**src/ucf_consts.vh**
```
// Constants for the UART channel format and FIFO control block.
// Assumes word-aligned Wishbone access: byte address = 4 * register index.
`ifndef UCF_CONSTS_VH
`define UCF_CONSTS_VH

// ****************************************
// Register indices
// ****************************************
`define UCF_IDX_DATA 3'h0
`define UCF_IDX_IER  3'h1
`define UCF_IDX_ISR  3'h2
`define UCF_IDX_LCR  3'h3
`define UCF_IDX_MCR  3'h4
`define UCF_IDX_STAT 3'h5
`define UCF_IDX_FEATURE_CONTROL 3'h6

// ****************************************
// Field positions
// ****************************************
`define UCF_FCR_EN    0
`define UCF_FCR_RXRST 1
`define UCF_FCR_TXRST 2
`define UCF_FCR_DMA   3
`define UCF_LCR_DLAB  7
`define UCF_LCR_BRK   6
`define UCF_LCR_FPAR  5
`define UCF_LCR_EVEN  4
`define UCF_LCR_PEN   3
`define UCF_LCR_STOP  2
`define UCF_MCR_PRE   7
`define UCF_MCR_IR    6
`define UCF_MCR_XANY  5
`define UCF_MCR_LOOP  4
`define UCF_FEATURE_CONTROL_HOLD 0
`define UCF_FEATURE_CONTROL_RINV 4
`define UCF_FEATURE_CONTROL_TAB  7

// ****************************************
// Interrupt source codes, status bits 5:1
// ****************************************
`define UCF_ISR_LSR  5'h03
`define UCF_ISR_RXRD 5'h02
`define UCF_ISR_TXRD 5'h01
`define UCF_ISR_NONE 5'h00

// ****************************************
// Reset values and timing in oversample ticks
// ****************************************
`define UCF_LCR_RST  8'h00
`define UCF_MCR_RST  8'h00
`define UCF_FEATURE_CONTROL_RST 8'h00
`define UCF_DIV_RST  16'h0001
`define UCF_BIT_LAST 5'h0F
`define UCF_MID_LAST 5'h07
`define UCF_STOP15   5'h17
`define UCF_STOP2    5'h1F
`define UCF_IR_PULSE 5'h03
`define UCF_IR_HOLD  5'h10

`endif

```
**src/ucf_fifo.v**
```verilog
// Byte FIFO held in flip-flops, used for both directions of a channel.
// Assumes the caller never writes when full nor reads when empty.
`timescale 1ns/1ns
`default_nettype none

module ucf_fifo #(
  parameter W     = 8,
  parameter DEPTH = 16,
  parameter AW    = 4
) (
  // Clock and reset
  input  wire          clk_i,
  input  wire          rst_i,
  // Control
  input  wire          clr_i,
  input  wire          wr_i,
  input  wire [W-1:0]  wdat_i,
  input  wire          rd_i,
  // Status
  output wire [W-1:0]  rdat_o,
  output wire [AW:0]   cnt_o
);

  reg [W-1:0]  mem_ff [0:DEPTH-1];
  reg [AW-1:0] wptr_ff;
  reg [AW-1:0] rptr_ff;
  reg [AW:0]   cnt_ff;

  assign rdat_o = mem_ff[rptr_ff];
  assign cnt_o  = cnt_ff;

  // Clear touches pointers and count only; stored bytes are left as junk
  always @(posedge clk_i) begin
    if (rst_i || clr_i) begin
      wptr_ff <= {AW{1'b0}};
      rptr_ff <= {AW{1'b0}};
      cnt_ff  <= {(AW+1){1'b0}};
    end else begin
      if (wr_i) begin
        wptr_ff <= wptr_ff + 1'b1;
      end
      if (rd_i) begin
        rptr_ff <= rptr_ff + 1'b1;
      end
      if (wr_i && !rd_i) begin
        cnt_ff <= cnt_ff + 1'b1;
      end else if (rd_i && !wr_i) begin
        cnt_ff <= cnt_ff - 1'b1;
      end
    end
  end

  always @(posedge clk_i) begin
    if (wr_i && !clr_i) begin
      mem_ff[wptr_ff] <= wdat_i;
    end
  end

endmodule // ucf_fifo

`default_nettype wire

```
**src/ucf_channel.v**
```verilog
// One UART channel: Wishbone register file, FIFOs, framer and IR codec.
// Assumes a classic Wishbone master and serial inputs synchronous to clk_i.
// Operation
// - Status bits 7:6 mirror FIFO enable
// - Status bits 5:1 give highest source
// - Only highest pending level shown, others wait
// - Status bit 0 low while interrupt pending
// - FIFO setup write-only, bit 0 gates others
// - Receive trigger sets receive interrupt threshold
// - Transmit interrupt below trigger or on empty
// - Last trigger write picks table for both
// - DMA bit stored, no effect
// - Transmit FIFO reset clears pointers, self-clears
// - Receive FIFO reset clears pointers, self-clears
// - Line format bit 7 selects divisor registers
// - Break bit holds transmit line at space
// - Parity enable bit adds and checks parity
// - Bit 4 picks odd or even parity
// - Bit 5 forces parity to inverse bit 4
// - Stop bits: one, one-and-half or two
// - Low two bits set five to eight bits
// - Prescaler divides baud clock by one or four
// - Infrared enable loads strap after reset
// - Infrared mode routes through codec, idles low
// - Feature bit inverts receive before IR decoder
// - Xon-any: any received char resumes transmit
// - Modem bit 4 selects local loopback
`timescale 1ns/1ns
`default_nettype none
`include "ucf_consts.vh"

module ucf_channel #(
  parameter        DEPTH    = 16,
  parameter        AW       = 4,
  parameter [31:0] RX_TAB_A = 32'h0E080401,
  parameter [31:0] TX_TAB_A = 32'h0C080401,
  parameter [31:0] RX_TAB_B = 32'h0F0C0801,
  parameter [31:0] TX_TAB_B = 32'h0E0C0801
) (
  // Clock and reset
  input  wire        clk_i,
  input  wire        rst_i,
  // Wishbone slave
  input  wire        wb_cyc_i,
  input  wire        wb_stb_i,
  input  wire        wb_we_i,
  input  wire [4:0]  wb_adr_i,
  input  wire [3:0]  wb_sel_i,
  input  wire [31:0] wb_dat_i,
  output reg  [31:0] wb_dat_o,
  output reg         wb_ack_o,
  // Serial line and strap
  input  wire        serial_rx_i,
  input  wire        infrared_strap_pin_i,
  output reg         serial_tx_o
);

  localparam CW = AW + 1;
  localparam [2:0] S_IDLE = 3'h0, S_START = 3'h1, S_DATA = 3'h2,
                   S_PAR = 3'h3, S_STOP = 3'h4;

  // ****************************************
  // Functions
  // ****************************************
  function [7:0] trig_lvl;
    input [31:0] tab;
    input [1:0]  s;
    begin
      trig_lvl = tab[{s, 3'b000} +: 8];
    end
  endfunction

  function par_of;
    input [7:0] d;
    input [7:0] line_format;
    reg   [7:0] m;
    begin
      m = d & (8'hFF >> (2'h3 - line_format[1:0]));
      if (line_format[`UCF_LCR_FPAR])
        par_of = ~line_format[`UCF_LCR_EVEN];
      else if (line_format[`UCF_LCR_EVEN])
        par_of = ^m;
      else
        par_of = ~^m;
    end
  endfunction

  // ****************************************
  // Registers
  // ****************************************
  reg [2:0]  ier_ff;
  reg [7:0]  lcr_ff;
  reg [7:0]  mcr_ff;
  reg [7:0]  feature_control_ff;
  reg [15:0] div_ff;
  reg [3:0]  div_fr_ff;
  reg        fifo_en_ff;
  reg [1:0]  rx_trig_ff;
  reg [1:0]  tx_trig_ff;
  reg        tab_ff;
  reg        dma_ff;
  reg        strap_pend_ff;
  reg        perr_ff;
  reg        ferr_ff;
  reg        oerr_ff;
  reg        txint_ff;
  reg        tx_above_ff;
  reg        suspend_ff;
  reg [CW-1:0] tx_prev_ff;
  reg [1:0]  pre_ff;
  reg [15:0] baud_ff;
  reg        tick_ff;
  reg [2:0]  tx_st_ff;
  reg [7:0]  tx_sh_ff;
  reg [2:0]  tx_bit_ff;
  reg [4:0]  tx_ph_ff;
  reg        tx_par_ff;
  reg        tx_line_ff;
  reg [2:0]  rx_st_ff;
  reg [7:0]  rx_sh_ff;
  reg [2:0]  rx_bit_ff;
  reg [4:0]  rx_ph_ff;
  reg [4:0]  ir_hold_ff;
  reg        rx_push_ff;
  reg [7:0]  rx_dat_ff;
  reg        rx_perr_ff;
  reg        rx_ferr_ff;

  wire [CW-1:0] rx_cnt;
  wire [CW-1:0] tx_cnt;
  wire [7:0]    rx_head;
  wire [7:0]    tx_head;
  wire [7:0]    rx_cnt8 = {{(8-CW){1'b0}}, rx_cnt};
  wire [7:0]    tx_cnt8 = {{(8-CW){1'b0}}, tx_cnt};
  wire [7:0]    prev8   = {{(8-CW){1'b0}}, tx_prev_ff};

  // ****************************************
  // Bus decode
  // ****************************************
  wire       req    = wb_cyc_i & wb_stb_i;
  wire       acc    = req & wb_ack_o;
  wire       wr_acc = acc & wb_we_i & wb_sel_i[0];
  wire       rd_acc = acc & ~wb_we_i;
  wire [2:0] idx    = wb_adr_i[4:2];
  wire [7:0] wd     = wb_dat_i[7:0];
  wire       dlab   = lcr_ff[`UCF_LCR_DLAB];
  wire       sel_data = (idx == `UCF_IDX_DATA) & ~dlab;
  wire       sel_isr  = (idx == `UCF_IDX_ISR) & ~dlab;

  // Without FIFOs both directions behave as one-byte holding registers
  wire [CW-1:0] lim = fifo_en_ff ? DEPTH[CW-1:0] : {{(CW-1){1'b0}}, 1'b1};
  wire [31:0] rx_tab = tab_ff ? RX_TAB_B : RX_TAB_A;
  wire [31:0] tx_tab = tab_ff ? TX_TAB_B : TX_TAB_A;
  wire [7:0]  rx_lvl = fifo_en_ff ? trig_lvl(rx_tab, rx_trig_ff) : 8'h01;
  wire [7:0]  tx_lvl = fifo_en_ff ? trig_lvl(tx_tab, tx_trig_ff) : 8'h01;

  wire tx_push = wr_acc & sel_data & (tx_cnt < lim);
  wire rx_pop  = rd_acc & sel_data & (rx_cnt != {CW{1'b0}});
  wire fcr_wr  = wr_acc & sel_isr & wd[`UCF_FCR_EN];
  wire tx_clr  = fcr_wr & wd[`UCF_FCR_TXRST];
  wire rx_clr  = fcr_wr & wd[`UCF_FCR_RXRST];

  // ****************************************
  // Interrupt priority
  // ****************************************
  wire src_lsr = ier_ff[2] & (perr_ff | ferr_ff | oerr_ff);
  wire src_rx  = ier_ff[0] & (rx_cnt != {CW{1'b0}}) &
                 (rx_cnt8 >= rx_lvl);
  wire src_tx  = ier_ff[1] & txint_ff;
  reg  [4:0] isr_code;
  always @* begin
    if (src_lsr)
      isr_code = `UCF_ISR_LSR;
    else if (src_rx)
      isr_code = `UCF_ISR_RXRD;
    else if (src_tx)
      isr_code = `UCF_ISR_TXRD;
    else
      isr_code = `UCF_ISR_NONE;
  end
  wire       pend     = src_lsr | src_rx | src_tx;
  wire [7:0] isr_val  = {{2{fifo_en_ff}}, isr_code, ~pend};

  // Transmit interrupt events
  wire tx_fall  = (prev8 >= tx_lvl) & (tx_cnt8 < tx_lvl);
  wire tx_empty = (tx_cnt == {CW{1'b0}}) &
                  (tx_prev_ff != {CW{1'b0}}) & ~tx_above_ff;
  wire tx_ev    = tx_fall | tx_empty;
  wire tx_ack   = (rd_acc & sel_isr & (isr_code == `UCF_ISR_TXRD)) |
                  (wr_acc & sel_data);

  // ****************************************
  // Read mux and Wishbone answer
  // ****************************************
  reg [7:0] rd_mux;
  always @* begin
    case (idx)
      `UCF_IDX_DATA: rd_mux = dlab ? div_ff[7:0] : rx_head;
      `UCF_IDX_IER:  rd_mux = dlab ? div_ff[15:8] : {5'h00, ier_ff};
      `UCF_IDX_ISR:  rd_mux = dlab ? {4'h0, div_fr_ff} : isr_val;
      `UCF_IDX_LCR:  rd_mux = lcr_ff;
      `UCF_IDX_MCR:  rd_mux = mcr_ff;
      `UCF_IDX_STAT: rd_mux = {dma_ff, tab_ff, suspend_ff,
                               tx_cnt == {CW{1'b0}}, oerr_ff, ferr_ff,
                               perr_ff, rx_cnt != {CW{1'b0}}};
      `UCF_IDX_FEATURE_CONTROL: rd_mux = feature_control_ff;
      default:       rd_mux = 8'h00;
    endcase
  end

  // Answer one cycle after the strobe; ack drops in the following cycle
  always @(posedge clk_i) begin
    if (rst_i) begin
      wb_ack_o <= 1'b0;
      wb_dat_o <= 32'h00000000;
    end else begin
      wb_ack_o <= req & ~wb_ack_o;
      if (req & ~wb_ack_o & ~wb_we_i)
        wb_dat_o <= {24'h000000, rd_mux};
    end
  end

  // ****************************************
  // Control registers and sticky flags
  // ****************************************
  wire stat_rd = rd_acc & (idx == `UCF_IDX_STAT);
  always @(posedge clk_i) begin
    if (rst_i) begin
      ier_ff        <= 3'h0;
      lcr_ff        <= `UCF_LCR_RST;
      mcr_ff        <= `UCF_MCR_RST;
      feature_control_ff       <= `UCF_FEATURE_CONTROL_RST;
      div_ff        <= `UCF_DIV_RST;
      div_fr_ff     <= 4'h0;
      fifo_en_ff    <= 1'b0;
      rx_trig_ff    <= 2'h0;
      tx_trig_ff    <= 2'h0;
      tab_ff        <= 1'b0;
      dma_ff        <= 1'b0;
      strap_pend_ff <= 1'b1;
      perr_ff       <= 1'b0;
      ferr_ff       <= 1'b0;
      oerr_ff       <= 1'b0;
      txint_ff      <= 1'b0;
      tx_above_ff   <= 1'b0;
      suspend_ff    <= 1'b0;
      tx_prev_ff    <= {CW{1'b0}};
    end else begin
      strap_pend_ff <= 1'b0;
      tx_prev_ff    <= tx_cnt;
      if (strap_pend_ff)
        mcr_ff[`UCF_MCR_IR] <= infrared_strap_pin_i;
      if (wr_acc) begin
        case (idx)
          `UCF_IDX_DATA: if (dlab) div_ff[7:0] <= wd;
          `UCF_IDX_IER: begin
            if (dlab) div_ff[15:8] <= wd;
            else ier_ff <= wd[2:0];
          end
          `UCF_IDX_ISR: begin
            if (dlab) begin
              div_fr_ff <= wd[3:0];
            end else begin
              fifo_en_ff <= wd[`UCF_FCR_EN];
              if (wd[`UCF_FCR_EN]) begin
                dma_ff     <= wd[`UCF_FCR_DMA];
                tx_trig_ff <= wd[5:4];
                rx_trig_ff <= wd[7:6];
                tab_ff     <= feature_control_ff[`UCF_FEATURE_CONTROL_TAB];
              end
            end
          end
          `UCF_IDX_LCR:  lcr_ff <= wd;
          `UCF_IDX_MCR:  if (!strap_pend_ff) mcr_ff <= wd;
          `UCF_IDX_FEATURE_CONTROL: feature_control_ff <= wd;
          default: ;
        endcase
      end
      // Software sets hold; a received char with xon-any releases it
      if (wr_acc && idx == `UCF_IDX_FEATURE_CONTROL && wd[`UCF_FEATURE_CONTROL_HOLD])
        suspend_ff <= 1'b1;
      else if (rx_push_ff && mcr_ff[`UCF_MCR_XANY])
        suspend_ff <= 1'b0;
      else if (wr_acc && idx == `UCF_IDX_FEATURE_CONTROL)
        suspend_ff <= 1'b0;
      // Hardware set wins over a clearing read in the same cycle
      perr_ff <= rx_perr_ff | (perr_ff & ~stat_rd);
      ferr_ff <= rx_ferr_ff | (ferr_ff & ~stat_rd);
      oerr_ff <= (rx_push_ff & (rx_cnt >= lim)) | (oerr_ff & ~stat_rd);
      txint_ff <= tx_ev | (txint_ff & ~tx_ack);
      if (tx_cnt8 > tx_lvl)
        tx_above_ff <= 1'b1;
      else if (tx_cnt == {CW{1'b0}})
        tx_above_ff <= 1'b0;
    end
  end

  // ****************************************
  // Baud tick: prescaler then divisor, 16 ticks per bit
  // ****************************************
  wire pre_en = mcr_ff[`UCF_MCR_PRE] ? (pre_ff == 2'h3) : 1'b1;
  always @(posedge clk_i) begin
    if (rst_i) begin
      pre_ff  <= 2'h0;
      baud_ff <= 16'h0000;
      tick_ff <= 1'b0;
    end else begin
      pre_ff  <= pre_ff + 2'h1;
      tick_ff <= 1'b0;
      if (pre_en) begin
        if (baud_ff + 16'h0001 >= div_ff) begin
          baud_ff <= 16'h0000;
          tick_ff <= 1'b1;
        end else begin
          baud_ff <= baud_ff + 16'h0001;
        end
      end
    end
  end

  // ****************************************
  // Transmitter
  // ****************************************
  wire [2:0] wlast = {1'b1, lcr_ff[1:0]};
  wire [4:0] stop_last = ~lcr_ff[`UCF_LCR_STOP] ? `UCF_BIT_LAST :
                         (lcr_ff[1:0] == 2'h0) ? `UCF_STOP15 :
                         `UCF_STOP2;
  wire tx_pop = tick_ff & (tx_st_ff == S_IDLE) &
                (tx_cnt != {CW{1'b0}}) & ~suspend_ff;
  wire tx_end = (tx_ph_ff == `UCF_BIT_LAST);

  always @(posedge clk_i) begin
    if (rst_i) begin
      tx_st_ff   <= S_IDLE;
      tx_sh_ff   <= 8'h00;
      tx_bit_ff  <= 3'h0;
      tx_ph_ff   <= 5'h00;
      tx_par_ff  <= 1'b0;
      tx_line_ff <= 1'b1;
    end else if (tick_ff) begin
      tx_ph_ff <= tx_ph_ff + 5'h01;
      case (tx_st_ff)
        S_IDLE: begin
          tx_line_ff <= 1'b1;
          if (tx_pop) begin
            tx_sh_ff   <= tx_head;
            tx_par_ff  <= par_of(tx_head, lcr_ff);
            tx_line_ff <= 1'b0;
            tx_ph_ff   <= 5'h00;
            tx_st_ff   <= S_START;
          end
        end
        S_START: if (tx_end) begin
          tx_line_ff <= tx_sh_ff[0];
          tx_bit_ff  <= 3'h0;
          tx_ph_ff   <= 5'h00;
          tx_st_ff   <= S_DATA;
        end
        S_DATA: if (tx_end) begin
          tx_ph_ff <= 5'h00;
          if (tx_bit_ff == wlast) begin
            tx_line_ff <= lcr_ff[`UCF_LCR_PEN] ? tx_par_ff : 1'b1;
            tx_st_ff   <= lcr_ff[`UCF_LCR_PEN] ? S_PAR : S_STOP;
          end else begin
            tx_line_ff <= tx_sh_ff[tx_bit_ff + 3'h1];
            tx_bit_ff  <= tx_bit_ff + 3'h1;
          end
        end
        S_PAR: if (tx_end) begin
          tx_line_ff <= 1'b1;
          tx_ph_ff   <= 5'h00;
          tx_st_ff   <= S_STOP;
        end
        S_STOP: if (tx_ph_ff == stop_last - 5'h01) begin
          tx_st_ff <= S_IDLE;
        end
        default: tx_st_ff <= S_IDLE;
      endcase
    end
  end

  // Encoder sends a short high pulse for each zero bit, idles low
  wire ir_on   = mcr_ff[`UCF_MCR_IR];
  wire loop_on = mcr_ff[`UCF_MCR_LOOP];
  wire ir_enc  = ~tx_line_ff & (tx_ph_ff < `UCF_IR_PULSE);
  always @(posedge clk_i) begin
    if (rst_i)
      serial_tx_o <= 1'b1;
    else if (lcr_ff[`UCF_LCR_BRK])
      serial_tx_o <= 1'b0;
    else if (loop_on)
      serial_tx_o <= ~ir_on;
    else if (ir_on)
      serial_tx_o <= ir_enc;
    else
      serial_tx_o <= tx_line_ff;
  end

  // ****************************************
  // Receiver
  // ****************************************
  wire rx_pin = serial_rx_i ^ feature_control_ff[`UCF_FEATURE_CONTROL_RINV];
  wire ir_dec = (ir_hold_ff == 5'h00);
  wire rx_in  = loop_on ? tx_line_ff :
                ir_on ? ir_dec : serial_rx_i;
  wire rx_end = (rx_ph_ff == `UCF_BIT_LAST);

  // Decoder stretches each received pulse into a full low bit
  always @(posedge clk_i) begin
    if (rst_i)
      ir_hold_ff <= 5'h00;
    else if (rx_pin)
      ir_hold_ff <= `UCF_IR_HOLD;
    else if (tick_ff && ir_hold_ff != 5'h00)
      ir_hold_ff <= ir_hold_ff - 5'h01;
  end

  always @(posedge clk_i) begin
    if (rst_i) begin
      rx_st_ff   <= S_IDLE;
      rx_sh_ff   <= 8'h00;
      rx_bit_ff  <= 3'h0;
      rx_ph_ff   <= 5'h00;
      rx_push_ff <= 1'b0;
      rx_dat_ff  <= 8'h00;
      rx_perr_ff <= 1'b0;
      rx_ferr_ff <= 1'b0;
    end else begin
      rx_push_ff <= 1'b0;
      rx_perr_ff <= 1'b0;
      rx_ferr_ff <= 1'b0;
      if (tick_ff) begin
        rx_ph_ff <= rx_ph_ff + 5'h01;
        case (rx_st_ff)
          S_IDLE: if (!rx_in) begin
            rx_ph_ff <= 5'h00;
            rx_sh_ff <= 8'h00;
            rx_st_ff <= S_START;
          end
          S_START: if (rx_ph_ff == `UCF_MID_LAST) begin
            rx_ph_ff  <= 5'h00;
            rx_bit_ff <= 3'h0;
            rx_st_ff  <= rx_in ? S_IDLE : S_DATA;
          end
          S_DATA: if (rx_end) begin
            rx_ph_ff            <= 5'h00;
            rx_sh_ff[rx_bit_ff] <= rx_in;
            rx_bit_ff           <= rx_bit_ff + 3'h1;
            if (rx_bit_ff == wlast)
              rx_st_ff <= lcr_ff[`UCF_LCR_PEN] ? S_PAR : S_STOP;
          end
          S_PAR: if (rx_end) begin
            rx_ph_ff   <= 5'h00;
            rx_perr_ff <= (rx_in != par_of(rx_sh_ff, lcr_ff));
            rx_st_ff   <= S_STOP;
          end
          S_STOP: if (rx_end) begin
            rx_ferr_ff <= ~rx_in;
            rx_dat_ff  <= rx_sh_ff;
            rx_push_ff <= 1'b1;
            rx_st_ff   <= S_IDLE;
          end
          default: rx_st_ff <= S_IDLE;
        endcase
      end
    end
  end

  // ****************************************
  // FIFOs
  // ****************************************
  ucf_fifo #(.W(8), .DEPTH(DEPTH), .AW(AW)) u_tx_fifo (
    .clk_i  (clk_i),
    .rst_i  (rst_i),
    .clr_i  (tx_clr),
    .wr_i   (tx_push),
    .wdat_i (wd),
    .rd_i   (tx_pop),
    .rdat_o (tx_head),
    .cnt_o  (tx_cnt)
  );

  // Overrun drops the new byte so stored data stays intact
  ucf_fifo #(.W(8), .DEPTH(DEPTH), .AW(AW)) u_rx_fifo (
    .clk_i  (clk_i),
    .rst_i  (rst_i),
    .clr_i  (rx_clr),
    .wr_i   (rx_push_ff & (rx_cnt < lim)),
    .wdat_i (rx_dat_ff),
    .rd_i   (rx_pop),
    .rdat_o (rx_head),
    .cnt_o  (rx_cnt)
  );

endmodule // ucf_channel

`default_nettype wire

```
**config.mk**
```make
export PLATFORM = sky130hd
export DESIGN_NAME = ucf_channel
export DESIGN_NICKNAME = d
export VERILOG_FILES = /design/src/ucf_fifo.v /design/src/ucf_channel.v
export VERILOG_INCLUDE_DIRS = /design/src /design/src/src
export SDC_FILE = /design/constraint.sdc
export NUM_CORES = 1
export LEC_CHECK = 0
export BUFFER_PORTS_ARGS = -buffer_cell sky130_fd_sc_hd__buf_2
export CELL_PAD_IN_SITES_DETAIL_PLACEMENT = 0
export CELL_PAD_IN_SITES_GLOBAL_PLACEMENT = 1
export CORE_MARGIN = 2
export CORE_UTILIZATION = 40
export DETAILED_ROUTE_END_ITERATION = 12
export PLACE_DENSITY_LB_ADDON = 0.3
export SLEW_MARGIN = 10
export SYNTH_ARGS = -nofsm -noshare
export SYNTH_HDL_FRONTEND = slang
export SYNTH_SLANG_ARGS = --single-unit
```
**constraint.sdc**
```tcl
create_clock -name clk_i -period 4.7 [get_ports clk_i]
set_clock_uncertainty 0.1 [all_clocks]
set_input_delay 0.705 -clock clk_i [delete_from_list [all_inputs] [get_ports clk_i]]
set_output_delay 0.705 -clock clk_i [all_outputs]
set_load 0.01 [all_outputs]
```
=== Word level (Yosys, flattened, before mapping) ===
Memories as Yosys holds them, arrays and structs flattened. A register that Yosys moved wholly into a read port is not among the register bits.
Index checks and enable logic that the tools add are counted.

* Add/sub/neg operators: 17
* $lt $le $gt $ge: 12
* Equality and inequality tests: 36
* Shift operators: 3
* Muxes and demuxes: 100
* Bitwise gates (word level): 68
* Reductions and logical operators: 66

{| class="wikitable"
|+ Operator list
! operator !! number
|-
| 5-bit two-way mux || 13
|-
| 32-bit by 6-bit indexed part select with 8-bit output || 2
|-
| 8-bit two-way mux || 7
|-
| 8-bit one-hot mux with 7 select lines || 1
|-
| 3-bit two-way mux || 18
|-
| 1-bit bitwise AND || 37
|-
| 1-bit two-way mux || 36
|-
| 3-bit one-hot mux with 5 select lines || 2
|-
| 26-bit two-way mux || 1
|-
| 25-bit two-way mux || 1
|-
| 2-bit != test, second input constant || 12
|-
| 3-bit AND reduction || 8
|-
| 7-bit two-way mux || 3
|-
| 5-bit by 1-bit adder with 5-bit output, second input constant || 4
|-
| 4-bit two-way mux || 5
|-
| 5-bit nonzero test || 4
|-
| 5-bit by 1-bit subtractor with 5-bit output, second input constant || 4
|-
| 3-bit by 2-bit == test with 1-bit output, second input constant || 6
|-
| 1-bit NOT || 18
|-
| 16-bit by 1-bit adder with 16-bit output, second input constant || 1
|-
| 4-bit by 1-bit adder with 4-bit output, second input constant || 4
|-
| 8-bit bitwise AND || 2
|-
| 16-bit >= comparator || 1
|-
| 5-bit by 8-bit >= comparator with 1-bit output || 2
|-
| other kinds (51) || 110
|}

* Bits in registers: 177
* RAM bits: 256
* Bits of input ports: 48
* Output and inout bits: 34
* Logic and storage cells: 353
* Memories kept: 2

{| class="wikitable"
|+ Memories
! name !! depth !! bits a word !! rd ports !! clocked after memory_dff !! write ports !! RTL line !! source
|-
| u_rx_fifo.mem_ff || 16 || 8 || 1 || 1 || 1 || ucf_fifo.v:24 || <nowiki>reg [W-1:0] mem_ff [0:DEPTH-1];</nowiki>
|-
| u_tx_fifo.mem_ff || 16 || 8 || 1 || 1 || 1 || ucf_fifo.v:24 ||
|}

=== Longest topological paths before layout ===
Gate-level depths: netlist of the first run.

* Depth in word-level cells: 13
* Gate-level depth with buffers: 16
* Gate-level depth less buffers: 15

=== Cells and area by module ===
From an unflattened synthesis of the first run, not the netlist that was laid out.

* Cells, all modules: 1649
* Area total of the unflattened synthesis: 20213.1 sq um

{| class="wikitable"
|+ By module, submodules not included
! module !! instances !! cells each !! area an instance (sq um) !! seq. area each (sq um)
|-
| ucf_channel || 1 || 1038 || 8623.3 || 3022.9
|-
| ucf_fifo (u_tx_fifo) || 1 || 307 || 5811.8 || 4184.0
|-
| ucf_fifo (u_rx_fifo) || 1 || 304 || 5778.0 || 4184.0
|}

=== Least setup slack after synthesis of the first run ===
OpenSTA, ideal clock, no wires.

* Kind: input port to flip-flop
* From: input port wb_adr_i[2]
* To: register u_tx_fifo.cnt_ff[4] (netlist: u_tx_fifo.cnt_o[4])
* Arrival: 3.567 ns
* Slack: 0.964 ns
* Stages on the path: 14
* Buffers on the path: 2
* Cell sequence: clkbuf_1 or3_1 clkbuf_1 nor2_1 nand2_1 nor3_2 ha_1 inv_1 fa_1 a21o_1 a21oi_1 xnor2_1 or3_1 a21oi_1

* Cells in the longest elaborated chain, start to end: 7
* Elaborated cells between the ends (all ways): 15

{| class="wikitable"
|+ RTL lines
! what !! RTL line !! source
|-
| start: declaration || ucf_channel.v:47 || <nowiki>input wire [4:0] wb_adr_i,</nowiki>
|-
| 3-bit zero test (*) || -- ||
|-
| 1-bit bitwise AND (*) || ucf_channel.v:147 || <nowiki>wire sel_data = (idx == `UCF_IDX_DATA) & ~dlab;</nowiki>
|-
| 1-bit bitwise AND (*) (2 in a row) || ucf_channel.v:157 || <nowiki>wire tx_push = wr_acc & sel_data & (tx_cnt < lim);</nowiki>
|-
| net tx_push || ucf_channel.v:157 ||
|-
| 1-bit zero test || ucf_fifo.v:47 || <nowiki>end else if (rd_i && !wr_i) begin</nowiki>
|-
| 1-bit logical AND || ucf_fifo.v:47 ||
|-
| 2-bit nonzero test (no source line) || -- ||
|-
| end signal: assignment || ucf_fifo.v:37 || <nowiki>cnt_ff <= {(AW+1){1'b0}};</nowiki>
|-
| end signal: assignment || ucf_fifo.v:46 || <nowiki>cnt_ff <= cnt_ff + 1'b1;</nowiki>
|-
| end signal: assignment || ucf_fifo.v:48 || <nowiki>cnt_ff <= cnt_ff - 1'b1;</nowiki>
|-
| end: declaration || ucf_fifo.v:27 || <nowiki>reg [AW:0] cnt_ff;</nowiki>
|}

The timed path passes the listed nets; every way through them passes the cells marked *.
A chain may end at the register's enable or synchronous reset.

=== Final worst setup path of the first run ===
* From: register u_tx_fifo.cnt_ff[1] (netlist: u_tx_fifo.cnt_o[1])
* To: register u_tx_fifo.cnt_ff[4] (netlist: u_tx_fifo.cnt_o[4])

* Cells in the longest elaborated chain, start to end: 6
* Elaborated cells between the ends (all ways): 14

{| class="wikitable"
|+ RTL lines
! what
|-
| parallel branches: the longest is 6 deep, another holds 5-bit < comparator
|}

Several ways; the timed one is not identified. The select of a mux whose other input is x is not followed.

==> results.md, run 1 <==
- First-pass GRT wire length: ~71000 µm
- CTS clk-pin slew, worst paths: roughly 70 ps
- Worst IR Drop VDD: around 320 µV
- Crit path buf inv count: 3
- Period utilization: around 83%
- Total CTS buffers: 47
- Sink Count: between 400 and 500
- Worst-path fanout max: 17
- # hold bufs at CTS: 0
- Worst r2r path cells: 13
- Dominant cells by area after synthesis: edfxtp_1, dfxtp_1, mux4_2
- Total power: 8.96 mW
- Avg Cell Area, Syn: about 12 µm²
- Sw power: roughly 2.2 mW
- Layout cells sized above 1: 13.6%
- Largest net degree at the start of global routing: roughly 50
- Part of the power in registers: between 40% and 50%
- Worst slack, placed: between 700 and 800 ps
- Final setup vio count: 0
- Post-Route WL: 45700 µm
- Die X: 226 µm
- P per Cell Area: around 410 nW/µm²
- Vias/cell: approximately 5.3
- DRT Pass-1 Iters: 7
- Leak: between 7 and 8 nW
- Post-DP HPWL: just over 30000 µm
- Slew headroom: 37.9%
- Comb pwr share: about a tenth
- Post-route setup slack: approximately 800 ps
- Worst Tran Pin Value: 929 ps
- Worst EP required: 5100 ps
- Async S/R FF share, synth: 0%
- GRT overflow: 0
- Postcts setup bufs: 0
- Root buf cell: clkbuf_16
- Final TNS setup: 0 ps
- Global Route Usage Sum: a little under a fifth
- CTS H-tree lvls: 2
- Int Pwr: around 6.8 mW
- Fin util: roughly 45%
- GP Congestion: 0.800
- Max Clk Rate: around 260 MHz
- Hold depth: 3
- Ant. Diodes: 0
- Post-route DRC: 0
- Die area: 51200 µm²
- EDFF count, synth: 256
- Startpoint Class: register
- Cell row count: 81
- Most common cell on crit path: a21oi_1
- MaxCap Viol Count: 0
- Clock power share: 41.7%
- RSZ-0062 raised after global routing: no
- Area grow syn2layout: 12.0%
- CP max stage delay: ~620 ps
- Total of warnings raised by yosys: 0
- Initial Util: about two fifths
- CTS tree: done
- Crit end category: register
- Seq cells post-synth: around 440
- Synth Instances: between 1500 and 2000
- Initial DRC Count: approximately 830
- DP Area: approximately 21000 µm²
- Clock buffer depth: 3
- IO buf count: 28
- Initial antenna violation count: 0
- Die height: between 200 and 250 µm
- Crit path depth: 13
- Crit path arrival time: between 4000 and 5000 ps
- Top cells by count, synth: edfxtp_1, nor2_1, dfxtp_1
- Routed len/inst: about 19 µm
- Fin. max-slew vios: 0
- Core area: around 49000 µm²
- Post-CTS Resized: 0
- Routed vias: ~12000
- Final instance area: 22100 µm²
- Io pins: between 80 and 90
- Status: finished, final reports clean
- Share of the synthesized area in the top cell type: between 30% and 40%
- Crit path max-delay cell type: or4_1
- Most frequent cell after synthesis: edfxtp_1
- Cell Area, Synth: roughly 20000 µm²
- Switching share of total power: 24.6%
- Final Critical Period: 3900 ps
- Top FF cell, synth: edfxtp_1
- CP delay by family, top: simple AND/OR/NAND/NOR gates
- Vias in the first global route: around 12000
- Unique masters post-synth: 65
- ANT nets after route: 0
- Worst path cell trace: or4_1 > nor2_1 > nor4_2 > buf_4 > inv_2 > ha_1 > inv_1 > fa_1 > a21o_1 > a21oi_1 > xnor2_1 > or3_1 > a21oi_1
- HP Class: in -> reg
- Sequential area share after synthesis: 57.7%
- Fin nets: approximately 1800
- Clock latency on the worst-skew pair: just under 600 ps
- Critical setup path kind: reg -> reg
- Final hold viol count: 0
- Area leader, netlist: edfxtp_1
layout by cell type, fill, tap and decap left out, types with 25 or more instances in the layout:
master,n
buf_2,27
dfxtp_1,182
nand2_1,142
a21oi_1,101
o21ai_0,29
buf_4,36
clkbuf_16,47
xnor2_1,38
ha_1,61
nor3_1,25
mux2i_1,68
nor2_1,189
inv_1,41
o21ai_1,30
nand3_1,49
mux4_2,76
edfxtp_1,256
power by group through the flow:
stage          clock network [mW]  logic [mW]  registers, mW
2_1_floorplan                   0       0.773           4.27
3_3_place_gp                    0       0.952           4.34
3_5_place_dp                    0       0.962           4.34
4_1_cts                      3.84       0.968           4.26
5_1_grt                      3.98        1.07           4.28
6_report                     3.74       0.962           4.26
area by class of cell:
class                      instances  area, µm²
inverter                          46        173
timing repair buffer              63        405
multi-input combinational       1060       7750
fill                            4499      26700
sequential                       441      11400
clock buffer                      56       1240
clock inverter                    31        329
tap                              664        831
per-layer routing:
| metal | global-route usage (%) | vias up | share of wire, % |
|---|---|---|---|
| met3 | 3.56 | 49 | 5.7 |
| li1 | - | 5976 | - |
| met2 | 28.0 | 290 | 45 |
| met4 | 3.76 | 0 | 1.5 |
| met5 | 0 | - | 0 |
| met1 | 26.9 | 6178 | 48 |
worst paths after layout:
path / from / to / slack [ps]
max: u_tx_fifo.cnt_o[1]$_SDFFE_PP0P_ / u_tx_fifo.cnt_o[4]$_SDFFE_PP0P_ / 800
min: infrared_strap_pin_i / mcr_ff[6]$_SDFF_PP0_ / 300
max reg2reg: u_tx_fifo.cnt_o[1]$_SDFFE_PP0P_ / u_tx_fifo.cnt_o[4]$_SDFFE_PP0P_ / 800
min reg2reg: pre_ff[0]$_SDFF_PP0_ / pre_ff[0]$_SDFF_PP0_ / 330
stage by stage:
stage | hold slack [ps] | instances
floorplan | 299 | 1655
global placement | 307 | 2274
detailed placement | 312 | 2274
CTS | 260 | 2361
global route | 280 | 2361
finish | 302 | 2361
cell families after synthesis:
| family | after synthesis | share of synthesized area (%) |
|---|---|---|
| AOI/OAI and AO/OA | 259 | 7.95 |
| other | 1 | 0.0190 |
| adders and majority gates | 63 | 4.07 |
| buffers and inverters | 154 | 3.54 |
| muxes | 148 | 12.4 |
| DFF | 441 | 57.7 |
| xor gates and xnor gates | 61 | 2.78 |
| and+or+nand+nor | 505 | 11.5 |
registers in the layout (all words and copies together), names as in the netlist, 5 cells and up, named ones only:
register,cells
u_rx_fifo.mem_ff,128
u_tx_fifo.mem_ff,128
baud_ff,16
div_ff,16
feature_control_ff,8
lcr_ff,8
mcr_ff,8
rx_dat_ff,8
rx_sh_ff,8
tx_sh_ff,8
wb_dat_o,8
ir_hold_ff,5
rx_ph_ff,5
tx_ph_ff,5
tx_prev_ff,5
u_rx_fifo.cnt_o,5
u_tx_fifo.cnt_o,5
worst reg2reg max path: cells and delay by family (launching register included):
| kind | cells | cell delay, ps |
|---|---|---|
| fa+ha+maj | 2 | 710 |
| compound gates | 3 | 520 |
| buf+inv | 3 | 610 |
| flops | 1 | 380 |
| xor+xnor | 1 | 100 |
| simple gates | 4 | 1430 |
No activity file was read; power rests on OpenSTA's default activity.
==> run 2: changes to the inputs <==
==> constraint.sdc (replaced) <==
create_clock -name clk_i -period 3.2 [get_ports clk_i]
set_clock_uncertainty 0.1 [all_clocks]
set_input_delay 0.48 -clock clk_i [delete_from_list [all_inputs] [get_ports clk_i]]
set_output_delay 0.48 -clock clk_i [all_outputs]
set_load 0.01 [all_outputs]
==> run 2 against run 1 <==
Sequential share of layout area decreased by 1.7 points. Worst setup slack worse by 690 ps. Worst hold slack worse by 220 ps. Critical endpoint is now tx_par_ff$_SDFFE_PP0P_. Largest cell class unchanged.
==> results.md, run 2 (synthesis results as in run 1) <==
- Status: finished, final reports clean
- DRT Pass-1 Iters: 7 (unchanged)
- Largest net degree at the start of global routing: 91 (+86%)
- Clock latency on the worst-skew pair: 590 ps (about the same)
- Post-Route WL: 45100 µm (-1.3%)
- Vias/cell: 5.21 (-1.6%)
- Global Route Usage Sum: 18.0% (-0.24 points)
- Routed vias: 12700 (+1.4%)
- Routed len/inst: 18.6 µm (-4.2%)
- First-pass GRT wire length: 70800 µm (-0.98%)
- Post-route DRC: 0 (unchanged)
- Dpl cells: 2341 (+2.9%)
- Worst EP required: 3600 ps (-1500 ps)
- Worst r2r path cells: 9 (-4)
- Die area: 51200 µm² (unchanged)
- HP Class: in -> reg
- Crit path arrival time: 3500 ps (-800 ps)
- Post-Layout Cell Count: 2431 (+3.0%)
- Area grow syn2layout: 15.9%
- Initial Util: 40.4% (unchanged)
- Worst Tran Pin Value: 932 ps (+3.53 ps)
- Worst IR Drop VDD: 458 µV (+43%)
- R2R Setup Slk: 100 ps (-690 ps)
- RSZ-0062 raised after global routing: yes
- Initial DRC Count: 838 (+0.48%)
- GRT overflow: 0 (unchanged)
- P per Cell Area: 583 nW/µm² (+44%)
- Critical setup path kind: reg -> reg
- Fin nets: 1840 (+4.0%)
- Max Clk Rate: 323 MHz (+26%)
- Cell row count: 81 (unchanged)
- Post-DP HPWL: 30900 µm (-0.25%)
- Final setup vio count: 0 (unchanged)
- Layout cells sized above 1: 18.2% (+4.6 points)
- Leading cell type in the layout, fill and taps excluded: edfxtp_1
- Io pins: 82 (unchanged)
- Total CTS buffers: 48 (+2.1%)
- Period utilization: 96.8% (+14 points)
- Final hold viol count: 0 (unchanged)
- Largest regs: u_rx_fifo.mem_ff: 128 flops, u_tx_fifo.mem_ff: 128 flops
- Die height: 226 µm (unchanged)
- Postcts setup bufs: 0 (unchanged)
- Crit end category: register
- Die X: 226 µm (unchanged)
- Worst-path fanout max: 13 (-4)
- CTS H-tree lvls: 2 (unchanged)
- Reg-to-Reg End: tx_par_ff$_SDFFE_PP0P_
- Fillcell total: 4456 (-0.96%)
- Sink Count: 441 (unchanged)
- Root buf cell: clkbuf_16
- CTS clk-pin slew, worst paths: 60 ps (about the same)
- Worst hold endpoint: wb_ack_o$_SDFF_PP0_
- Most frequent cells in the layout: edfxtp_1, nor2_1, dfxtp_1
- Core area: 48800 µm² (unchanged)
- CTS tree: done
- GP Congestion: 0.804 (+0.49%)
- Hold wc startpoint: wb_stb_i
- MaxCap Viol Count: 0 (unchanged)
- Final Critical Period: 3100 ps (-808 ps)
- Startpoint Class: register
- Total power: 13.3 mW (+49%)
- Hold depth: 3 (unchanged)
- Initial antenna violation count: 0 (unchanged)
- Vias in the first global route: 12500 (+1.2%)
- Leak: 8.13 nW (+5.8%)
- Ant. Diodes: 0 (unchanged)
- Fin. max-slew vios: 0 (unchanged)
- Slew headroom: 37.7% (-0.13 points)
- Clock buffer depth: 3 (unchanged)
- ANT nets after route: 0 (unchanged)
- IO buf count: 28 (unchanged)
-- run 2: area by class of cell --
class | instances | area (µm²) | share of cell area (%)
clock inverters | 26 | 268 | 1.17
multi-input cells | 1060 | 7890 | 34.5
inverters | 46 | 173 | 0.754
clock buffers | 62 | 1320 | 5.75
flip-flops and latches | 441 | 11400 | 49.8
repair buffers | 132 | 1010 | 4.43
well taps | 664 | 831 | 3.63
-- run 2: critical path: stages, from the launching register on --
cell	delay, ps
dfxtp_2	350
buf_12	170
mux4_1	560
mux4_2	530
xnor3_2	410
xnor2_1	310
o31a_1	210
nor3_1	60
xor2_1	150
o31ai_2	160
-- run 2: how the worst max path moves through the flow --
stage / from / endpoint / slack, ps / cells after the start
after floorplan: u_tx_fifo.cnt_o[0]$_SDFFE_PP0P_ / u_tx_fifo.cnt_o[4]$_SDFFE_PP0P_ / 9 / 13
after global routing: register / tx_par_ff$_SDFFE_PP0P_ / -60 / 9
final: register / tx_par_ff$_SDFFE_PP0P_ / 100 / 9
after CTS: baud_ff[4]$_SDFFE_PP0N_ / baud_ff[10]$_SDFFE_PP0N_ / 20 / 14
after global placement: wb_adr_i[4] / u_tx_fifo.cnt_o[4]$_SDFFE_PP0P_ / -40 / 13
after detailed placement: wb_adr_i[4] / u_tx_fifo.cnt_o[3]$_SDFFE_PP0P_ / -60 / 15
-- run 2: layer usage --
layer	up-vias	track usage, %	share of wire (%)
met5	-	0	0
met4	0	4.46	1.4
met3	51	3.04	5.1
met2	247	28.2	45
met1	6244	26.2	48
li1	6121	-	-
-- run 2: power by group --
part	internal [mW]	leakage [nW]	switching [mW]	total [mW]
registers	6.08	3.83	0.0843	6.17
clock network	3.25	0.777	2.30	5.54
logic	0.753	3.52	0.883	1.64
total	10.1	8.13	3.26	13.3
-- run 2: stage by stage --
| stage | area [µm²] | hold WS, ps | setup TNS [ps] | setup WS [ps] | util (%) |
|---|---|---|---|---|---|
| floorplan | 19900 | 299 | 0 | 8.77 | - |
| global placement | 21200 | 308 | -55.2 | -44.6 | 43.3 |
| detailed placement | 21200 | 314 | -98.2 | -59.6 | 43.3 |
| CTS | 22700 | 46.6 | 0 | 15.6 | 46.6 |
| global route | 22900 | 90.3 | -203 | -61.8 | 46.9 |
| finish | 22900 | 78.2 | 0 | 104 | 46.9 |
-- run 2: repair_timing --
action                                  4_1_cts  5_1_grt
hold endpoints to repair                      0        0
resized for setup                             0       33
endpoints found under the setup margin        0       18
hold buffers                                  0        0
==> run 3: changes to the inputs <==
--- a/config.mk
+++ b/config.mk
@@ -12,7 +12,7 @@
 export CORE_MARGIN = 2
 export CORE_UTILIZATION = 40
 export DETAILED_ROUTE_END_ITERATION = 12
-export PLACE_DENSITY_LB_ADDON = 0.3
+export PLACE_DENSITY = 0.77
 export SLEW_MARGIN = 10
 export SYNTH_ARGS = -nofsm -noshare
 export SYNTH_HDL_FRONTEND = slang
==> run 3 against run 2 <==
Core utilization fell by 0.16 points. Fmax up 2.0%. Clock-buffer cell count shrank 6. Sequential power is essentially flat.
==> results.md, run 3 (synthesis results as in run 1) <==
- Root buf cell: clkbuf_16
- Cell row count: 81 (unchanged)
- Final hold viol count: 0 (unchanged)
- Global Route Usage Sum: 17.6% (-0.44 points)
- Initial Util: 40.4% (unchanged)
- HP Class: in -> reg
- CTS H-tree lvls: 2 (unchanged)
- Core area: 48800 µm² (unchanged)
- Hold depth: 3 (unchanged)
- GRT met2 Usage: 27.9% (-0.27 points)
- # hold bufs at CTS: 0 (unchanged)
- Worst slack, placed: -63.0 ps (-3.33 ps)
- Total power: 13.4 mW (+0.35%)
- Hold wc startpoint: infrared_strap_pin_i
- Worst IR Drop VDD: 411 µV (-10%)
- Vias/cell: 5.24 (+0.62%)
- Global routing usage on met3: 2.98% (-0.065 points)
- CTS clk-pin slew, worst paths: 60 ps (about the same)
- Layout cells sized above 1: 18.1% (-0.093 points)
- Max Clk Rate: 329 MHz (+2.0%)
- Crit path max-delay cell type: dfxtp_2
- Fin. max-slew vios: 0 (unchanged)
- Final Critical Period: 3040 ps (-60.8 ps)
- GRT met1 Usage: 25.2% (-0.98 points)
- Io pins: 82 (unchanged)
- CP max stage delay: 350 ps (-210 ps)
- Largest net degree at the start of global routing: 63 (-31%)
- P per Cell Area: 587 nW/µm² (+0.69%)
- GR peak layer: met2
- MaxCap Viol Count: 0 (unchanged)
- Routed len/inst: 18.3 µm (-1.4%)
- Initial antenna violation count: 0 (unchanged)
- Fin nets: 1827 (-0.71%)
- Final TNS setup: 0 ps (unchanged)
- FF-to-FF Start: baud_ff[4]$_SDFFE_PP0N_
- Most frequent cells in the layout: edfxtp_1, nor2_1, dfxtp_1
- Worst path cell trace: and3_4 > and3_4 > nand3_4 > nor2_4 > and2_4 > nand3_2 > xnor2_2 > ha_1 > a21o_1 > a21o_1 > a21oi_1 > o21ai_1 > a21oi_2 > buf_4 > nand3_1 > a21oi_1
- Crit end category: register
- Post-DP HPWL: 30200 µm (-2.0%)
- ANT nets after route: 0 (unchanged)
- GP Congestion: 0.821 (+2.1%)
- Leak: 8.07 nW (-0.76%)
- CTS tree: done
- Critical setup path kind: reg -> reg
- Die X: 226 µm (unchanged)
- DRT Pass-1 Iters: 4 (-3)
- Final setup vio count: 0 (unchanged)
- Post-Route WL: 44200 µm (-2.0%)
- Post-route setup slack: 165 ps (+60.8 ps)
- Worst EP required: 3630 ps (+30 ps)
- Reg-to-Reg End: baud_ff[1]$_SDFFE_PP0N_
- Ant. Diodes: 0 (unchanged)
- Leading cell type in the layout, fill and taps excluded: edfxtp_1
- Worst-path fanout max: 5 (-8)
- Startpoint Class: register
- Vias in the first global route: 12500 (-0.46%)
- Hold WS: 81.0 ps (+2.83 ps)
- GRT overflow: 0 (unchanged)
- First-pass GRT wire length: 69900 µm (-1.2%)
- Clock latency on the worst-skew pair: 600 ps (about the same)
- Area grow syn2layout: 15.5%
- Worst r2r path cells: 16 (+7)
- Sink Count: 441 (unchanged)
- Routed vias: 12700 (+0.079%)
- Postcts setup bufs: 0 (unchanged)
- Die height: 226 µm (unchanged)
- Period utilization: 94.9% (-1.9 points)
- Worst hold endpoint: mcr_ff[6]$_SDFF_PP0_
- Post-route DRC: 0 (unchanged)
- IO buf count: 28 (unchanged)
- Crit path arrival time: 3470 ps (-30 ps)
- Total CTS buffers: 47 (-2.1%)
- Status: finished, final reports clean
- Die area: 51200 µm² (unchanged)
- Clock buffer depth: 3 (unchanged)
- Largest regs: u_rx_fifo.mem_ff: 128 flops, u_tx_fifo.mem_ff: 128 flops
- Fin util: 46.7% (-0.16 points)
- R2R Setup Slk: 160 ps (+60 ps)
- Worst Tran Pin Value: 914 ps (-18.5 ps)
- Slew headroom: 39.0% (+1.2 points)
- Post-CTS Resized: 0 (unchanged)
- Initial DRC Count: 1023 (+22%)
## run 3: cell types whose count changed in the layout (fill, tap and decap cells not counted), moves of 2 or more
cell,delta
clkinv_1,-5
clkinv_8,+2
buf_12,-2
dfxtp_2,-2
clkinvlp_4,+2
clkinv_4,+3
buf_4,-10
bufinv_16,+2
clkbuf_1,-3
clkbuf_16,-2
## run 3: metal layers
metal / routed length, µm / part of all wire (%)
met2: 20300 / 46
met3: 2380 / 5.4
met4: 855 / 1.9
met1: 20700 / 47
met5: 0 / 0
## run 3: worst max-delay path by stage
stage,from,end,slack [ps],cells past startpoint
6_report,baud_ff[4]$_SDFFE_PP0N_,baud_ff[1]$_SDFFE_PP0N_,160,16
5_1_grt,baud_ff[4]$_SDFFE_PP0N_,baud_ff[10]$_SDFFE_PP0N_,-10,16
4_1_cts,baud_ff[4]$_SDFFE_PP0N_,baud_ff[2]$_SDFFE_PP0N_,10,15
3_5_place_dp,wb_adr_i[4],u_tx_fifo.cnt_o[4]$_SDFFE_PP0P_,-60,13
3_3_place_gp,wb_adr_i[4],u_tx_fifo.cnt_o[3]$_SDFFE_PP0P_,-50,15
2_1_floorplan,u_tx_fifo.cnt_o[0]$_SDFFE_PP0P_,u_tx_fifo.cnt_o[4]$_SDFFE_PP0P_,9,13
## run 3: where the power goes
group / internal, mW / total, mW / switching (mW)
sequential: 6.08 / 6.20 / 0.117
combinational: 0.735 / 1.56 / 0.829
clock: 3.30 / 5.63 / 2.33
total: 10.1 / 13.4 / 3.28
## run 3: critical path: cells and delay by family (launching register included)
kind                     cells  cell delay (ps)
AO/OA/AOI/OAI                6              980
XOR/XNOR                     1              160
adder cells (fa/ha/maj)      1              180
buffers and inverters        1              210
flip-flops                   1              350
AND/OR/NAND/NOR              7              980
## run 3: layout make-up
cell class                      count  area, µm²
Fill cell                        4414      26000
Sequential cell                   441      11400
Multi-Input combinational cell   1060       7900
Clock buffer                       56       1240
Timing Repair Buffer              120        898
Tap cell                          664        831
Clock inverter                     31        375
Inverter                           46        173
## run 3: per-stage QoR
stage                     std cells  area, µm²
after global routing           2418      22800
after CTS                      2415      22700
after global placement         2328      21000
final                          2418      22800
after floorplan                1655      19900
after detailed placement       2328      21000
